<file path="src/ccc_pkg.sv">
// constants, register map and types for the coulomb counter core
// assumes one 25 MHz system clock and a byte register port from the link engine
package ccc_pkg;

  // ****************************************
  // timing
  // ****************************************
  localparam int unsigned CLK_PERIOD_NS = 40;
  // duration tick, 0.8789 s per count at the default rate
  localparam longint unsigned DUR_PERIOD_US = 878900;
  localparam int unsigned DUR_TICK_CYCLES = int'(DUR_PERIOD_US * 1000 / CLK_PERIOD_NS);
  // slow rate: 1/256 of normal, 225 s per count
  localparam int unsigned SLOW_DIV = 256;
  localparam int unsigned SLOW_PERIOD_S = 225;
  // self-discharge base tick: one hour split into 256 slices
  localparam longint unsigned SD_HOUR_S = 3600;
  localparam longint unsigned SD_SLICES = 256;
  localparam int unsigned SD_BASE_TICK_CYCLES =
    int'(SD_HOUR_S * 1000000000 / SD_SLICES / CLK_PERIOD_NS);
  // weight sum for one count; weight 4 at the 25 C band gives one per hour
  localparam logic [10:0] SD_COUNT_SUM = 11'h400;
  localparam logic [9:0] KELVIN_AT_0C = 10'h111;
  localparam logic [9:0] SD_BAND_STEP_C = 10'h00A;
  localparam logic [2:0] SD_TOP_BAND = 3'h6;

  // ****************************************
  // register map (byte addresses on the link)
  // ****************************************
  localparam logic [6:0] ADDR_TEMP_LO = 7'h60;
  localparam logic [6:0] ADDR_TEMP_HI = 7'h61;
  localparam logic [6:0] ADDR_CMD = 7'h62;
  localparam logic [6:0] ADDR_CLR = 7'h63;
  localparam logic [6:0] ADDR_MODE = 7'h64;
  localparam logic [6:0] ADDR_CTC_LO = 7'h65;
  localparam logic [6:0] ADDR_CTC_HI = 7'h66;
  localparam logic [6:0] ADDR_DTC_LO = 7'h67;
  localparam logic [6:0] ADDR_DTC_HI = 7'h68;
  localparam logic [6:0] ADDR_SCR_LO = 7'h69;
  localparam logic [6:0] ADDR_SCR_HI = 7'h6A;
  localparam logic [6:0] ADDR_CCR_LO = 7'h6B;
  localparam logic [6:0] ADDR_CCR_HI = 7'h6C;
  localparam logic [6:0] ADDR_DCR_LO = 7'h6D;
  localparam logic [6:0] ADDR_DCR_HI = 7'h6E;

  // clear register bits
  localparam int CLR_DCR_BIT = 0;
  localparam int CLR_CCR_BIT = 1;
  localparam int CLR_SCR_BIT = 2;
  localparam int CLR_DTC_BIT = 3;
  localparam int CLR_CTC_BIT = 4;
  localparam int CLR_STAT_BIT = 5;
  // mode register bits
  localparam int MODE_WAKE_LSB = 1;
  localparam int MODE_DSG_SLOW_BIT = 4;
  localparam int MODE_CHG_SLOW_BIT = 5;
  localparam int MODE_REGDIS_BIT = 6;
  localparam logic [2:0] WAKE_RESET = 3'h7;
  localparam logic STAT_RESET = 1'h1;

  // commands
  localparam logic [7:0] CMD_SLEEP = 8'hF6;
  localparam logic [7:0] CMD_RAM_TO_FLASH = 8'h45;

  // wake thresholds in microvolts for codes 1..7
  localparam logic [7:1][11:0] WAKE_UV = '{
    12'h1F6, 12'h24A, 12'h2BF, 12'h36F, 12'h494, 12'h6DE, 12'hDBC};

  // ****************************************
  // types
  // ****************************************
  typedef struct packed {
    logic wr;
    logic rd;
    logic [6:0] addr;
    logic [7:0] wdata;
  } ccc_reg_req_t;

  typedef enum logic [3:0] {
    ST_RUN = 4'h1,
    ST_DRAIN = 4'h2,
    ST_SLEEP = 4'h4,
    ST_SDWAKE = 4'h8
  } ccc_state_t;

endpackage

</file>
<file path="src/ccc_core.sv">
// coulomb counter core: accumulators, duration timers, self-discharge, sleep
// assumes converter strobes and register port are on sys_clk_i; host line is a pin
//
// Functional notes
// - discharge strobe adds one to the discharge accumulator
// - discharge duration counter advances once per duration tick while discharging
// - charge strobe adds one to the charge accumulator
// - charge duration counter advances once per duration tick while charging
// - only the accumulator matching sense polarity may count
// - duration counters are 16 bits and wrap past ffff
// - wrap sets the slow flag; then one count per 256 ticks
// - self-discharge rate one per hour at 25 C, doubling per 10 C up to 60 C
// - self-discharge rate halves per 10 C below 25 C, floor 0 C
// - offset pulses cancel counts automatically, no host calibration
// - after sleep command and low activity, stop all but self-discharge
// - 3-bit wake field picks the sleep threshold, 0 means none, reset 7
// - asleep, wake briefly for each self-discharge update
// - any host line edge ends sleep
// - writing one to a clear bit zeroes that counter
// - clear bit returns to zero by itself when done
// - clearing a duration counter also drops its slow flag; a wrap in the same cycle sets it instead
// - regulator disable bit turns the regulator off
// - status pin follows the level the host sets
// - die temperature in kelvin on a two-byte register pair
// - command f6 at 62 requests sleep
// - command 45 copies ram page 0 into flash page 0
`timescale 1ns/100ps
module ccc_core import ccc_pkg::*; #(
  parameter int unsigned DUR_TICK = DUR_TICK_CYCLES,
  parameter int unsigned SD_TICK = SD_BASE_TICK_CYCLES,
  parameter int unsigned SLOW_RATIO = SLOW_DIV
) (
  // clock, reset, enable
  input wire logic sys_clk_i,
  input wire logic srst_i,
  input wire logic clk_en_i,
  // voltage-to-frequency converter
  input wire logic chg_pulse_i,
  input wire logic dsg_pulse_i,
  input wire logic chg_active_i,
  input wire logic dsg_active_i,
  input wire logic offset_pulse_i,
  input wire logic [11:0] activity_uv_i,
  // temperature sensor, kelvin
  input wire logic [8:0] temp_k_i,
  // single-wire host line, raw pin level
  input wire logic host_line_i,
  // register port from the link engine
  input wire ccc_reg_req_t reg_req_i,
  output logic [7:0] reg_rdata_o,
  // pins and system controls
  output logic stat_o,
  output logic stat_oe_o,
  output logic regulator_en_o,
  output logic sleep_o,
  output logic flash_copy_o
);

  // ****************************************
  // state
  // ****************************************
  ccc_state_t state;
  ccc_state_t next_state;
  logic [15:0] discharge_charge_accumulator;
  logic [15:0] charge_accumulator;
  logic [15:0] self_discharge_accumulator;
  logic [15:0] dur [2];
  logic [7:0] pre [2];
  logic [1:0] slow;
  logic [4:0] clr_pend;
  logic stat_lvl;
  logic [2:0] wake_code;
  logic reg_dis;
  logic [3:0] cancel_pend;
  logic [10:0] sd_acc;
  logic [8:0] temp_q;
  logic h1;
  logic h2;
  logic h3;
  logic host_lvl;

  // ****************************************
  // register decode
  // ****************************************
  wire logic wr_cmd = reg_req_i.wr && (reg_req_i.addr == ADDR_CMD);
  wire logic wr_clr = reg_req_i.wr && (reg_req_i.addr == ADDR_CLR);
  wire logic wr_mode = reg_req_i.wr && (reg_req_i.addr == ADDR_MODE);
  wire logic sleep_cmd = wr_cmd && (reg_req_i.wdata == CMD_SLEEP);
  wire logic copy_cmd = wr_cmd && (reg_req_i.wdata == CMD_RAM_TO_FLASH);
  wire logic [7:0] mode_rd = {1'b0, reg_dis, slow[1], slow[0], wake_code, 1'b0};
  wire logic [7:0] clr_rd = {2'b00, stat_lvl, clr_pend};
  wire logic [7:0] next_rdata =
    (reg_req_i.addr == ADDR_TEMP_LO) ? temp_q[7:0] :
    (reg_req_i.addr == ADDR_TEMP_HI) ? {7'h00, temp_q[8]} :
    (reg_req_i.addr == ADDR_CLR) ? clr_rd :
    (reg_req_i.addr == ADDR_MODE) ? mode_rd :
    (reg_req_i.addr == ADDR_CTC_LO) ? dur[1][7:0] :
    (reg_req_i.addr == ADDR_CTC_HI) ? dur[1][15:8] :
    (reg_req_i.addr == ADDR_DTC_LO) ? dur[0][7:0] :
    (reg_req_i.addr == ADDR_DTC_HI) ? dur[0][15:8] :
    (reg_req_i.addr == ADDR_SCR_LO) ? self_discharge_accumulator[7:0] :
    (reg_req_i.addr == ADDR_SCR_HI) ? self_discharge_accumulator[15:8] :
    (reg_req_i.addr == ADDR_CCR_LO) ? charge_accumulator[7:0] :
    (reg_req_i.addr == ADDR_CCR_HI) ? charge_accumulator[15:8] :
    (reg_req_i.addr == ADDR_DCR_LO) ? discharge_charge_accumulator[7:0] :
    (reg_req_i.addr == ADDR_DCR_HI) ? discharge_charge_accumulator[15:8] : 8'h00;

  // ****************************************
  // host line synchroniser and edge
  // ****************************************
  // a change counts only when the second and third stages agree
  wire logic host_edge = (h2 == h3) && (h3 != host_lvl);

  always_ff @(posedge sys_clk_i) begin
    if (srst_i) begin
      h1 <= 1'b1;
      h2 <= 1'b1;
      h3 <= 1'b1;
      host_lvl <= 1'b1;
    end else if (clk_en_i) begin
      h1 <= host_line_i;
      h2 <= h1;
      h3 <= h2;
      if (h2 == h3) begin
        host_lvl <= h3;
      end
    end
  end

  // ****************************************
  // acquisition and offset cancel
  // ****************************************
  wire logic acq = (state == ST_RUN) || (state == ST_DRAIN);
  // polarity selects which accumulator may count
  wire logic chg_sel = chg_active_i && !dsg_active_i;
  wire logic dsg_sel = dsg_active_i && !chg_active_i;
  wire logic raw_cnt = acq && ((chg_pulse_i && chg_sel) || (dsg_pulse_i && dsg_sel));
  // pending offset counts swallow the next real strobes
  wire logic swallow = (cancel_pend != 4'h0);
  wire logic chg_cnt = acq && chg_pulse_i && chg_sel && !swallow;
  wire logic dsg_cnt = acq && dsg_pulse_i && dsg_sel && !swallow;
  wire logic cancel_inc = offset_pulse_i && (cancel_pend != 4'hF);
  wire logic cancel_dec = raw_cnt && swallow;

  always_ff @(posedge sys_clk_i) begin
    if (srst_i) begin
      cancel_pend <= 4'h0;
    end else if (clk_en_i) begin
      if (cancel_inc && !cancel_dec) begin
        cancel_pend <= cancel_pend + 4'h1;
      end else if (cancel_dec && !cancel_inc) begin
        cancel_pend <= cancel_pend - 4'h1;
      end
    end
  end

  // ****************************************
  // charge and discharge accumulators
  // ****************************************
  always_ff @(posedge sys_clk_i) begin
    if (srst_i) begin
      discharge_charge_accumulator <= 16'h0000;
      charge_accumulator <= 16'h0000;
    end else if (clk_en_i) begin
      if (clr_pend[CLR_DCR_BIT]) begin
        discharge_charge_accumulator <= 16'h0000;
      end else if (dsg_cnt) begin
        discharge_charge_accumulator <= discharge_charge_accumulator + 16'h0001;
      end
      if (clr_pend[CLR_CCR_BIT]) begin
        charge_accumulator <= 16'h0000;
      end else if (chg_cnt) begin
        charge_accumulator <= charge_accumulator + 16'h0001;
      end
    end
  end

  // ****************************************
  // duration counters, index 0 discharge, 1 charge
  // ****************************************
  logic dur_tick;
  logic sd_tick;
  ccc_tick_div #(.PERIOD(DUR_TICK)) u_dur_div (
    .sys_clk_i(sys_clk_i),
    .srst_i(srst_i),
    .ce_i(clk_en_i),
    .run_i(acq),
    .tick_o(dur_tick)
  );

  wire logic [1:0] dur_act = {chg_sel, dsg_sel};
  wire logic [1:0] dur_clr = {clr_pend[CLR_CTC_BIT], clr_pend[CLR_DTC_BIT]};
  logic [1:0] dur_step;
  logic [1:0] roll;

  for (genvar i = 0; i < 2; i++) begin : g_dur
    // slow mode steps once per full prescaler cycle
    assign dur_step[i] = acq && dur_tick && dur_act[i] &&
      (!slow[i] || (pre[i] == 8'(SLOW_RATIO - 1)));
    assign roll[i] = dur_step[i] && (dur[i] == 16'hFFFF);

    always_ff @(posedge sys_clk_i) begin
      if (srst_i) begin
        dur[i] <= 16'h0000;
        pre[i] <= 8'h00;
        slow[i] <= 1'b0;
      end else if (clk_en_i) begin
        // one count per tick while active, one per full prescaler cycle when slow
        if (dur_clr[i]) begin
          dur[i] <= 16'h0000;
        end else if (dur_step[i]) begin
          dur[i] <= dur[i] + 16'h0001;
        end
        if (dur_clr[i]) begin
          pre[i] <= 8'h00;
        end else if (acq && dur_tick && dur_act[i] && slow[i]) begin
          pre[i] <= pre[i] + 8'h01;
        end
        // clear drops the flag; a wrap in the same cycle wins
        if (roll[i]) begin
          slow[i] <= 1'b1;
        end else if (dur_clr[i]) begin
          slow[i] <= 1'b0;
        end
      end
    end
  end

  // ****************************************
  // self-discharge counter
  // ****************************************
  // always-on timer; in sleep it only triggers a brief wake
  ccc_tick_div #(.PERIOD(SD_TICK)) u_sd_div (
    .sys_clk_i(sys_clk_i),
    .srst_i(srst_i),
    .ce_i(clk_en_i),
    .run_i(1'b1),
    .tick_o(sd_tick)
  );

  wire logic [9:0] temp_c = {1'b0, temp_q} - KELVIN_AT_0C;
  wire logic below_0c = temp_c[9];
  wire logic [9:0] band_raw = temp_c / SD_BAND_STEP_C;
  // weight doubles per 10 C band, clamped at 0 C and 60 C
  wire logic [2:0] band = below_0c ? 3'h0 :
    (band_raw >= {7'h00, SD_TOP_BAND}) ? SD_TOP_BAND : band_raw[2:0];
  wire logic [10:0] sd_weight = 11'h001 << band;
  wire logic [10:0] sd_sum = sd_acc + sd_weight;
  // in sleep the update happens in the brief wake state
  wire logic sd_add = (sd_tick && (state != ST_SLEEP)) || (state == ST_SDWAKE);

  always_ff @(posedge sys_clk_i) begin
    if (srst_i) begin
      self_discharge_accumulator <= 16'h0000;
      sd_acc <= 11'h000;
    end else if (clk_en_i) begin
      if (clr_pend[CLR_SCR_BIT]) begin
        self_discharge_accumulator <= 16'h0000;
        sd_acc <= 11'h000;
      end else if (sd_add) begin
        if (sd_sum >= SD_COUNT_SUM) begin
          self_discharge_accumulator <= self_discharge_accumulator + 16'h0001;
          sd_acc <= sd_sum - SD_COUNT_SUM;
        end else begin
          sd_acc <= sd_sum;
        end
      end
    end
  end

  // ****************************************
  // sleep control
  // ****************************************
  // code 0 has no threshold, sleep is taken at once
  wire logic below_wake = (wake_code == 3'h0) || (activity_uv_i < WAKE_UV[wake_code]);

  always_comb begin
    next_state = state;
    case (state)
      ST_RUN: begin
        // host is trusted to have saved the ram page first
        if (sleep_cmd) begin
          next_state = ST_DRAIN;
        end
      end
      ST_DRAIN: begin
        // wait for activity to fall below the threshold
        if (host_edge) begin
          next_state = ST_RUN;
        end else if (below_wake) begin
          next_state = ST_SLEEP;
        end
      end
      ST_SLEEP: begin
        // any settled edge on the host line wakes
        if (host_edge) begin
          next_state = ST_RUN;
        end else if (sd_tick) begin
          next_state = ST_SDWAKE;
        end
      end
      ST_SDWAKE: begin
        next_state = host_edge ? ST_RUN : ST_SLEEP;
      end
      default: begin
        next_state = ST_RUN;
      end
    endcase
  end

  // ****************************************
  // control registers and outputs
  // ****************************************
  always_ff @(posedge sys_clk_i) begin
    if (srst_i) begin
      state <= ST_RUN;
      clr_pend <= 5'h00;
      stat_lvl <= STAT_RESET;
      wake_code <= WAKE_RESET;
      reg_dis <= 1'b0;
      temp_q <= 9'h000;
      reg_rdata_o <= 8'h00;
      stat_o <= STAT_RESET;
      stat_oe_o <= !STAT_RESET;
      regulator_en_o <= 1'b1;
      sleep_o <= 1'b0;
      flash_copy_o <= 1'b0;
    end else if (clk_en_i) begin
      state <= next_state;
      // pending clears last one cycle, then read back zero
      clr_pend <= wr_clr ? reg_req_i.wdata[4:0] : 5'h00;
      if (wr_clr) begin
        stat_lvl <= reg_req_i.wdata[CLR_STAT_BIT];
      end
      if (wr_mode) begin
        wake_code <= reg_req_i.wdata[MODE_WAKE_LSB +: 3];
        reg_dis <= reg_req_i.wdata[MODE_REGDIS_BIT];
      end
      // kelvin reading held for the register pair
      if (acq) begin
        temp_q <= temp_k_i;
      end
      reg_rdata_o <= reg_req_i.rd ? next_rdata : reg_rdata_o;
      // open-drain status pin pulls low for a zero
      stat_o <= stat_lvl;
      stat_oe_o <= !stat_lvl;
      // regulator stays on in sleep unless disabled
      regulator_en_o <= !reg_dis;
      sleep_o <= (next_state == ST_SLEEP);
      flash_copy_o <= copy_cmd && (state == ST_RUN);
    end
  end

  // ****************************************
  // checks
  // ****************************************
  chk_dcr_step: assert property (
    @(posedge sys_clk_i) disable iff (srst_i)
    clk_en_i && dsg_cnt && !clr_pend[CLR_DCR_BIT] |=> discharge_charge_accumulator == $past(discharge_charge_accumulator) + 16'h0001)
    else $error("discharge accumulator missed a strobe");
  chk_ccr_step: assert property (
    @(posedge sys_clk_i) disable iff (srst_i)
    clk_en_i && chg_cnt && !clr_pend[CLR_CCR_BIT] |=> charge_accumulator == $past(charge_accumulator) + 16'h0001)
    else $error("charge accumulator missed a strobe");
  chk_one_acc: assert property (
    @(posedge sys_clk_i) disable iff (srst_i)
    clk_en_i && (clr_pend == 5'h00) |=> !($changed(charge_accumulator) && $changed(discharge_charge_accumulator)))
    else $error("both accumulators moved together");
  chk_roll_slow: assert property (
    @(posedge sys_clk_i) disable iff (srst_i)
    clk_en_i && roll[0] |=> slow[0] && (dur[0] == 16'h0000))
    else $error("wrap did not set the slow flag");
  chk_clr_done: assert property (
    @(posedge sys_clk_i) disable iff (srst_i)
    clk_en_i && clr_pend[CLR_CTC_BIT] && !roll[1] |=>
      !slow[1] && (dur[1] == 16'h0000) && !clr_pend[CLR_CTC_BIT])
    else $error("charge duration clear incomplete");
  chk_sleep_cmd: assert property (
    @(posedge sys_clk_i) disable iff (srst_i)
    clk_en_i && sleep_cmd && (state == ST_RUN) |=> state == ST_DRAIN)
    else $error("sleep command not taken");
  chk_sleep_entry: assert property (
    @(posedge sys_clk_i) disable iff (srst_i)
    clk_en_i && (state == ST_DRAIN) && below_wake && !host_edge |=> sleep_o)
    else $error("sleep not entered below threshold");
  chk_wake_edge: assert property (
    @(posedge sys_clk_i) disable iff (srst_i)
    clk_en_i && (state == ST_SLEEP) && host_edge |=> !sleep_o && (state == ST_RUN))
    else $error("host edge did not wake");
  chk_sleep_hold: assert property (
    @(posedge sys_clk_i) disable iff (srst_i)
    (state == ST_SLEEP) && !clr_pend[CLR_SCR_BIT] |=> $stable(self_discharge_accumulator))
    else $error("self-discharge moved outside brief wake");
  chk_reg_off: assert property (
    @(posedge sys_clk_i) disable iff (srst_i)
    (clk_en_i && wr_mode) ##1 clk_en_i |=>
      regulator_en_o == !$past(reg_req_i.wdata[MODE_REGDIS_BIT], 2))
    else $error("regulator enable does not follow disable bit");
  chk_stat_pin: assert property (
    @(posedge sys_clk_i) disable iff (srst_i)
    (clk_en_i && wr_clr) ##1 clk_en_i |=>
      (stat_o == $past(reg_req_i.wdata[CLR_STAT_BIT], 2)) && (stat_oe_o == !stat_o))
    else $error("status pin does not follow host level");
endmodule

</file>
<file path="src/ccc_tick_div.sv">
// periodic one-cycle tick generator
// assumes the caller holds run_i low to freeze and restart the phase
`timescale 1ns/100ps
module ccc_tick_div #(
  parameter int unsigned PERIOD = 1000
) (
  // clock and reset
  input wire logic sys_clk_i,
  input wire logic srst_i,
  input wire logic ce_i,
  // control
  input wire logic run_i,
  // tick
  output logic tick_o
);
  logic [31:0] cnt;
  wire logic at_end = (cnt == 32'(PERIOD - 1));

  always_ff @(posedge sys_clk_i) begin
    if (srst_i) begin
      cnt <= '0;
      tick_o <= 1'b0;
    end else if (ce_i) begin
      tick_o <= run_i && at_end;
      if (!run_i || at_end) begin
        cnt <= '0;
      end else begin
        cnt <= cnt + 32'h0000_0001;
      end
    end
  end
endmodule

</file>
<file path="config.mk">
export PLATFORM = sky130hd
export DESIGN_NAME = ccc_core
export DESIGN_NICKNAME = d
export VERILOG_FILES = /design/src/ccc_pkg.sv /design/src/ccc_core.sv /design/src/ccc_tick_div.sv
export SDC_FILE = /design/constraint.sdc
export NUM_CORES = 1
export LEC_CHECK = 0
export ABC_CLOCK_PERIOD_IN_PS = 12000
export BUFFER_PORTS_ARGS = -buffer_cell sky130_fd_sc_hd__clkbuf_2
export CORE_UTILIZATION = 67
export CTS_CLUSTER_DIAMETER = 150
export DETAILED_ROUTE_END_ITERATION = 6
export PLACE_DENSITY = 0.86
export SLEW_MARGIN = 10
export SYNTH_ARGS = -nofsm -noshare
export SYNTH_HDL_FRONTEND = slang
export SYNTH_SLANG_ARGS = --single-unit
</file>
<file path="constraint.sdc">
create_clock -name sys_clk_i -period 12 [get_ports sys_clk_i]
set_clock_uncertainty 0.05 [all_clocks]
set_input_delay 2.4 -clock sys_clk_i [delete_from_list [all_inputs] [get_ports sys_clk_i]]
set_output_delay 2.4 -clock sys_clk_i [all_outputs]
set_load 0.03 [all_outputs]
</file>
# Word level (Yosys, flattened, before mapping)
# Memories as Yosys holds them, arrays and structs flattened. A register that Yosys moved wholly into a read port is not among the register bits.
# Cells that the tools add are included.
# totals
register_bits,171
ram_bits,48
rom_bits,96
input_bits,47
output_inout_bits,13
n_memories,3
# memory_table
name,words,width,read_ports,rd_clocked_by_memory_dff,write_ports,line,rtl
(no name shown),8,12,1,1,0,ccc_core.sv:275,wire logic below_wake = (wake_code == 3'h0) || (activity_uv_i < WAKE_UV[wake_code]);
dur,2,16,2,0,2,ccc_core.sv:67,logic [15:0] dur [2];
pre,2,8,2,0,2,ccc_core.sv:68,logic [7:0] pre [2];
# classes
n_addsub,14
div,1
n_lt_le_gt_ge,4
n_eq_ne,32
shift,1
n_mux,83
bitwise_logic,8
reduce_logical,71
# ops
cell,count
$mux W16,11
$mux W8,18
$eq A7 B7 Y1 const B,15
$add A16 B1 Y16 const B,5
$add A32 B1 Y32 const B,2
$mux W32,2
$mux W1,34
$logic_and A1 B1 Y1,33
$mux W11,3
$eq A16 B16 Y1 const B,2
$eq A32 B25 Y1 const B,1
$eq A32 B29 Y1 const B,1
$mux W4,7
$eq A8 B8 Y1 const B,3
$reduce_and A2 Y1,11
$add A8 B1 Y8 const B,2
$pmux W4 S4,1
$mux W3,5
$reduce_bool A2 Y1,7
$lt A12 B12 Y1,1
$mux W12,1
$add A11 B11 Y11,1
$ge A11 B11 Y1 const B,1
$shl A1 B3 Y11 const A,1
23 further kinds,46

# Longest topological paths before layout
# logic_depth
word_depth,15
depth_mapped,27

# By module
# From an unflattened synthesis, not the netlist that was laid out.
# hier_totals
cells_unflattened,1525
hier_area_um2,13155.1
# by_module_without_submodules
mod,n_inst,cells_per_inst,area_each_um2,seq_area_each_um2
ccc_core,1,1158,9920.8,3763.6
ccc_tick_div at u_dur_div,1,185,1626.6,660.6
ccc_tick_div at u_sd_div,1,182,1607.8,660.6

# Worst setup path before layout
# No wires, ideal clock.
# synth_timing
kind,reg2reg
start,register temp_q[1]
end,register self_discharge_accumulator[7]
setup_ns,0.070
arrival_ns,5.292
setup_slack_ns,6.588
path_stages_with_launch,26
period_less_slack_ns,5.412
path_cell_list,dfxtp_1 buf_2 inv_1 ha_1 clkbuf_4 nor4b_1 a32o_1 a2111oi_1 a211oi_4 or2_1 o21ba_1 a21oi_2 o21bai_2 and3b_1 ha_1 nor2b_1 o21ai_0 a21boi_0 o21ai_0 a21oi_1 or4_1 nand3_1 clkbuf_1 clkbuf_1 o21ai_0 a21oi_1
# synth_via
elab_chain_len,10
# synth_lines
element,line,rtl
from (decl),ccc_core.sv:76,logic [8:0] temp_q;
from (signal assigned),ccc_core.sv:341,temp_q <= temp_k_i;
$sub A9 B9 Y10 *,ccc_core.sv:241,"wire logic [9:0] temp_c = {1'b0, temp_q} - KELVIN_AT_0C;"
$div A10 B4 Y10,ccc_core.sv:243,wire logic [9:0] band_raw = temp_c / SD_BAND_STEP_C;
$ge A10 B3 Y1,ccc_core.sv:246,"(band_raw >= {7'h00, SD_TOP_BAND}) ? SD_TOP_BAND : band_raw[2:0];"
$mux W3,ccc_core.sv:246,
$mux W3 *,ccc_core.sv:245,wire logic [2:0] band = below_0c ? 3'h0 :
$shl A1 B3 Y11 *,ccc_core.sv:247,wire logic [10:0] sd_weight = 11'h001 << band;
$add A11 B11 Y11 *,ccc_core.sv:248,wire logic [10:0] sd_sum = sd_acc + sd_weight;
$ge A11 B11 Y1 *,ccc_core.sv:261,if (sd_sum >= SD_COUNT_SUM) begin
$reduce_bool A2 Y1 (no line) *,-,
$reduce_and A3 Y1 (no line) *,-,
to (signal assigned),ccc_core.sv:262,self_discharge_accumulator <= self_discharge_accumulator + 16'h0001;
to (decl),ccc_core.sv:66,logic [15:0] self_discharge_accumulator;
# Every way passes the cells marked *; elsewhere a longest branch is shown, timed or not.
# A chain may end at the register's enable or synchronous reset.

# Worst setup path after layout
# layout_timing
start,register temp_q[0]
end,register self_discharge_accumulator[12]
# Same word-level chain as after synthesis.

==> results by group <==
Worst setup path
  – Crit path DAT: between 7 and 8 ns
  – Crit-path cells: inv_1, ha_1, or3b_1, a2111oi_0, a2111oi_2, o32ai_2, o221ai_1, a211oi_2, nand4_1, o311ai_2, and3_1, ha_1, inv_1, fa_1, nor2b_1, o21ai_0, a21boi_0, o21ai_0, a21oi_1, or4_1, nand3_1, or4_1, a21oi_1
  – Worst R2R Setup Slack: ~5.4 ns
  – CP required: approximately 12 ns
  – Crit start category: flop
  – Critical-path top delay cell: or4_1
  – CP endpoint kind: flop
  – Kind of critical path: flop to flop
  – CP max stage delay: roughly 0.6 ns
  – Worst-path fanout max: 20

Place
  – Final GP Congestion: ~0.96
  – PortBufs: slightly below 60
  – Post-DP Area: between 10000 and 15000 um^2
  – Pre-CTS WS: 5.73 ns
  – Final HPWL DP: around 22 mm

Floorplan
  – Core footprint: 18900 um^2
  – # IOs: 60
  – DIE WIDTH: 141 um
  – DIE HEIGHT: ~140 um
  – Site Rows: 50
  – Initial core utilization: around 69%
  – Die footprint: roughly 20000 um^2

Synth
  – Avg Inst Size Synth: 8.35 um^2
  – Yosys synthesis warning count: 0
  – Ys flop type: dfxtp_1
  – Register bit total from synthesis: 230
  – Top cells by area, synth: dfxtp_1 (28%), edfxtp_1 (11%), nor2_1 (6.5%), xor2_1 (5.4%), nand2_1 (4.5%)
  – Synthesized Nets: ~1600
  – Gate Count Post-Synth: about 1600
  – Post-Syn Area: about 13000 um^2
  – Yosys top cell by area: dfxtp_1
  – Number of flops mapped to enable cells by yosys: 48
  – Async SR Flop Fraction: 0%
  – Netlist cell types: 87
  – Yosys top cell area share: ~28%
  – Register area share after synthesis: roughly two fifths

Run
  – Max Cap Violations: 0

Timing
  – Setup TNS: 0 ns
  – Relative slew margins: between 20 and 25%
  – Final Max Tran Viols: 0
  – Slew @ Worst Pin: about 1.2 ns
  – Final Hold Slack: between 0.4 and 0.5 ns
  – FMAX: 151 MHz
  – Final worst-path cycle share: between 50% and 60%
  – Final worst slack: approximately 5.4 ns
  – Final Hold Viols: 0
  – Period minus WS final: approximately 6.6 ns
  – RSZ-0062 raised after global routing: no
  – # setup viols final: 0

Route
  – DRT Pass-1 Iters: 5
  – Routed len/inst: 17.0 um
  – DRC: 0
  – Via count: roughly 12000
  – Via density: 6.24
  – Initial drt markers: 914
  – DRT antenna net count: 0
  – Drt total wl: 31.4 mm

Cells and area
  – Share of post-route cells with drive strength above 1: 8.36%
  – Nets: around 1700
  – Finished Cell Area: around 14000 um^2
  – Fillers: 1427
  – Area occupied by multi-input gates: between 7000 and 8000 um^2
  – Syn-to-layout area delta: 8.58%
  – Register area: around 5100 um^2
  – Ant diodes: 0

Worst hold path
  – Hold Path Class: flop to flop

Power and ir drop
  – VDD IR max: ~120 uV
  – Power consumption: 1.71 mW
  – Leakage: between 5 and 6 nW
  – P per Cell Area: approximately 120 nW/um^2

GRT
  – Vias in the first global route: approximately 11000
  – Largest net degree at the start of global routing: between 70 and 80
  – Initial antenna violation count: 0
  – First-pass GRT wire length: between 50 and 60 mm
  – GR Util All Layers: 31.9%
  – GRT Residual Overflow: 0

Run status
  – Status: complete, no violations

Clock network
  – Num Clock Sinks: between 200 and 250
  – CTS buffer count: 24
  – Clk_lat worst skew: approximately 0.53 ns
  – CTS Root Buffer Type: clkbuf_16
  – CTS tree: built
  – Clock slew at reported path FFs: 0.06 ns
  – Post-CTS Hold Fix Bufs: 0
  – Setup Fix Bufs, Post-CTS: 0
  – H-tree Lvls: 1
  – Clock Tree Buf Depth: 3
  – Post-CTS Resized: 0
layer usage:
metal / up-vias / global-route usage (%) / share of wire [%]
met1: 5459 / 41.6 / 42
met4: 0 / 11.5 / 3.5
li1: 5540 / - / -
met2: 461 / 53.6 / 47
met3: 98 / 5.13 / 7.4
met5: - / 0 / 0
path summary, 6_finish.rpt:
kind	from	end	depth (start not counted)
max	temp_q[0]$_SDFFE_PP0P_	self_discharge_accumulator[12]$_SDFFE_PP0P_	23
min	sleep_o$_SDFFE_PP0P_	sleep_o$_SDFFE_PP0P_	1
max reg2reg	temp_q[0]$_SDFFE_PP0P_	self_discharge_accumulator[12]$_SDFFE_PP0P_	23
min reg2reg	sleep_o$_SDFFE_PP0P_	sleep_o$_SDFFE_PP0P_	1
flip-flops by register name, indices dropped and copies added, names as in the netlist, 2 cells and up, named ones only:
signal                        flops
sd_acc                           11
cancel_pend                       4
discharge_charge_accumulator     16
clr_pend                          5
pre                              16
reg_rdata_o                       8
dur                              32
wake_code                         3
u_dur_div.cnt                    32
mode_rd                           2
temp_q                            9
u_sd_div.cnt                     32
state                             4
self_discharge_accumulator       16
charge_accumulator               16
power breakdown:
part	switching, mW	internal, mW
logic	0.0954	0.0610
registers	0.0256	0.805
clock network	0.306	0.415
total	0.427	1.28
cells in the final DEF, fill, tap and decap left out, drive strengths merged, types with 5 or more instances in the layout:
| cell type | n |
|---|---|
| nand3 | 78 |
| a31oi | 6 |
| clkinv | 7 |
| nand4 | 37 |
| or3 | 22 |
| ha | 37 |
| xnor2 | 54 |
| o31ai | 13 |
| a21o | 15 |
| clkbuf | 97 |
| a2111oi | 5 |
| nand2 | 157 |
| nor3 | 37 |
| nor3b | 11 |
| and3 | 33 |
| mux4 | 6 |
| and4 | 7 |
| a22oi | 7 |
| a211o | 8 |
| nor2b | 11 |
| o221ai | 6 |
| nand2b | 25 |
| or2 | 5 |
| dfxtp | 182 |
| a211oi | 12 |
| and2 | 6 |
| buf | 7 |
| nor2 | 225 |
| edfxtp | 48 |
| o22ai | 6 |
| a21oi | 104 |
| or4 | 15 |
| mux2i | 26 |
| o311ai | 5 |
| nor4 | 18 |
| xor2 | 80 |
| inv | 51 |
| o21ai | 64 |
critical path, delay by kind of cell, from the launching register on:
kind,cells,cell delay [ns]
adder cells (fa/ha/maj),3,0.97
AND/OR/NAND/NOR,7,2.23
flip-flops,1,0.42
buffers and inverters,2,0.23
AO/OA/AOI/OAI,11,2.63
layout make-up:
type                    instances  area share [%]
inverters                      52            1.38
multi-input cells            1199            52.4
clock buffers                  38            5.13
clock inverters                 6           0.292
repair buffers                 66            2.46
well taps                     260            2.30
flip-flops and latches        230            36.0
cells by family (layout without fill, tap and decap cells):
| kind of cell | Yosys count | count (layout) | synth area share [%] |
|---|---|---|---|
| muxes | 35 | 35 | 3.30 |
| buffers and inverters | 129 | 162 | 4.02 |
| AOI/OAI and AO/OA | 286 | 286 | 14.3 |
| adders and majority gates | 39 | 39 | 3.87 |
| DFF | 230 | 230 | 39.1 |
| xor gates and xnor gates | 134 | 134 | 9.02 |
| other | 1 | 1 | 0.0288 |
| and+or+nand+nor | 704 | 704 | 26.3 |
through the flow:
step	utilization [%]	cells
floorplan	-	1558
global placement	70.7	1807
detailed placement	70.7	1807
CTS	74.7	1851
global route	74.7	1851
finish	74.7	1851
synth_stat cells (7+ instances only):
master / instances
nor2_1: 225
and3_1: 33
nor4_1: 17
or4_1: 15
xor2_1: 80
a211o_1: 8
xnor2_1: 54
nor3b_1: 10
a211oi_1: 10
nor3_1: 36
nand2b_1: 25
ha_1: 37
a21oi_1: 102
inv_1: 51
o21ai_0: 62
dfxtp_1: 182
clkbuf_1: 61
a22oi_1: 7
or3_1: 22
nand4_1: 37
and4_1: 7
o31ai_1: 13
a21o_1: 15
mux2i_1: 26
edfxtp_1: 48
nand3_1: 78
nor2b_1: 11
nand2_1: 157
Note: power is estimated with default switching activity, not from simulation.
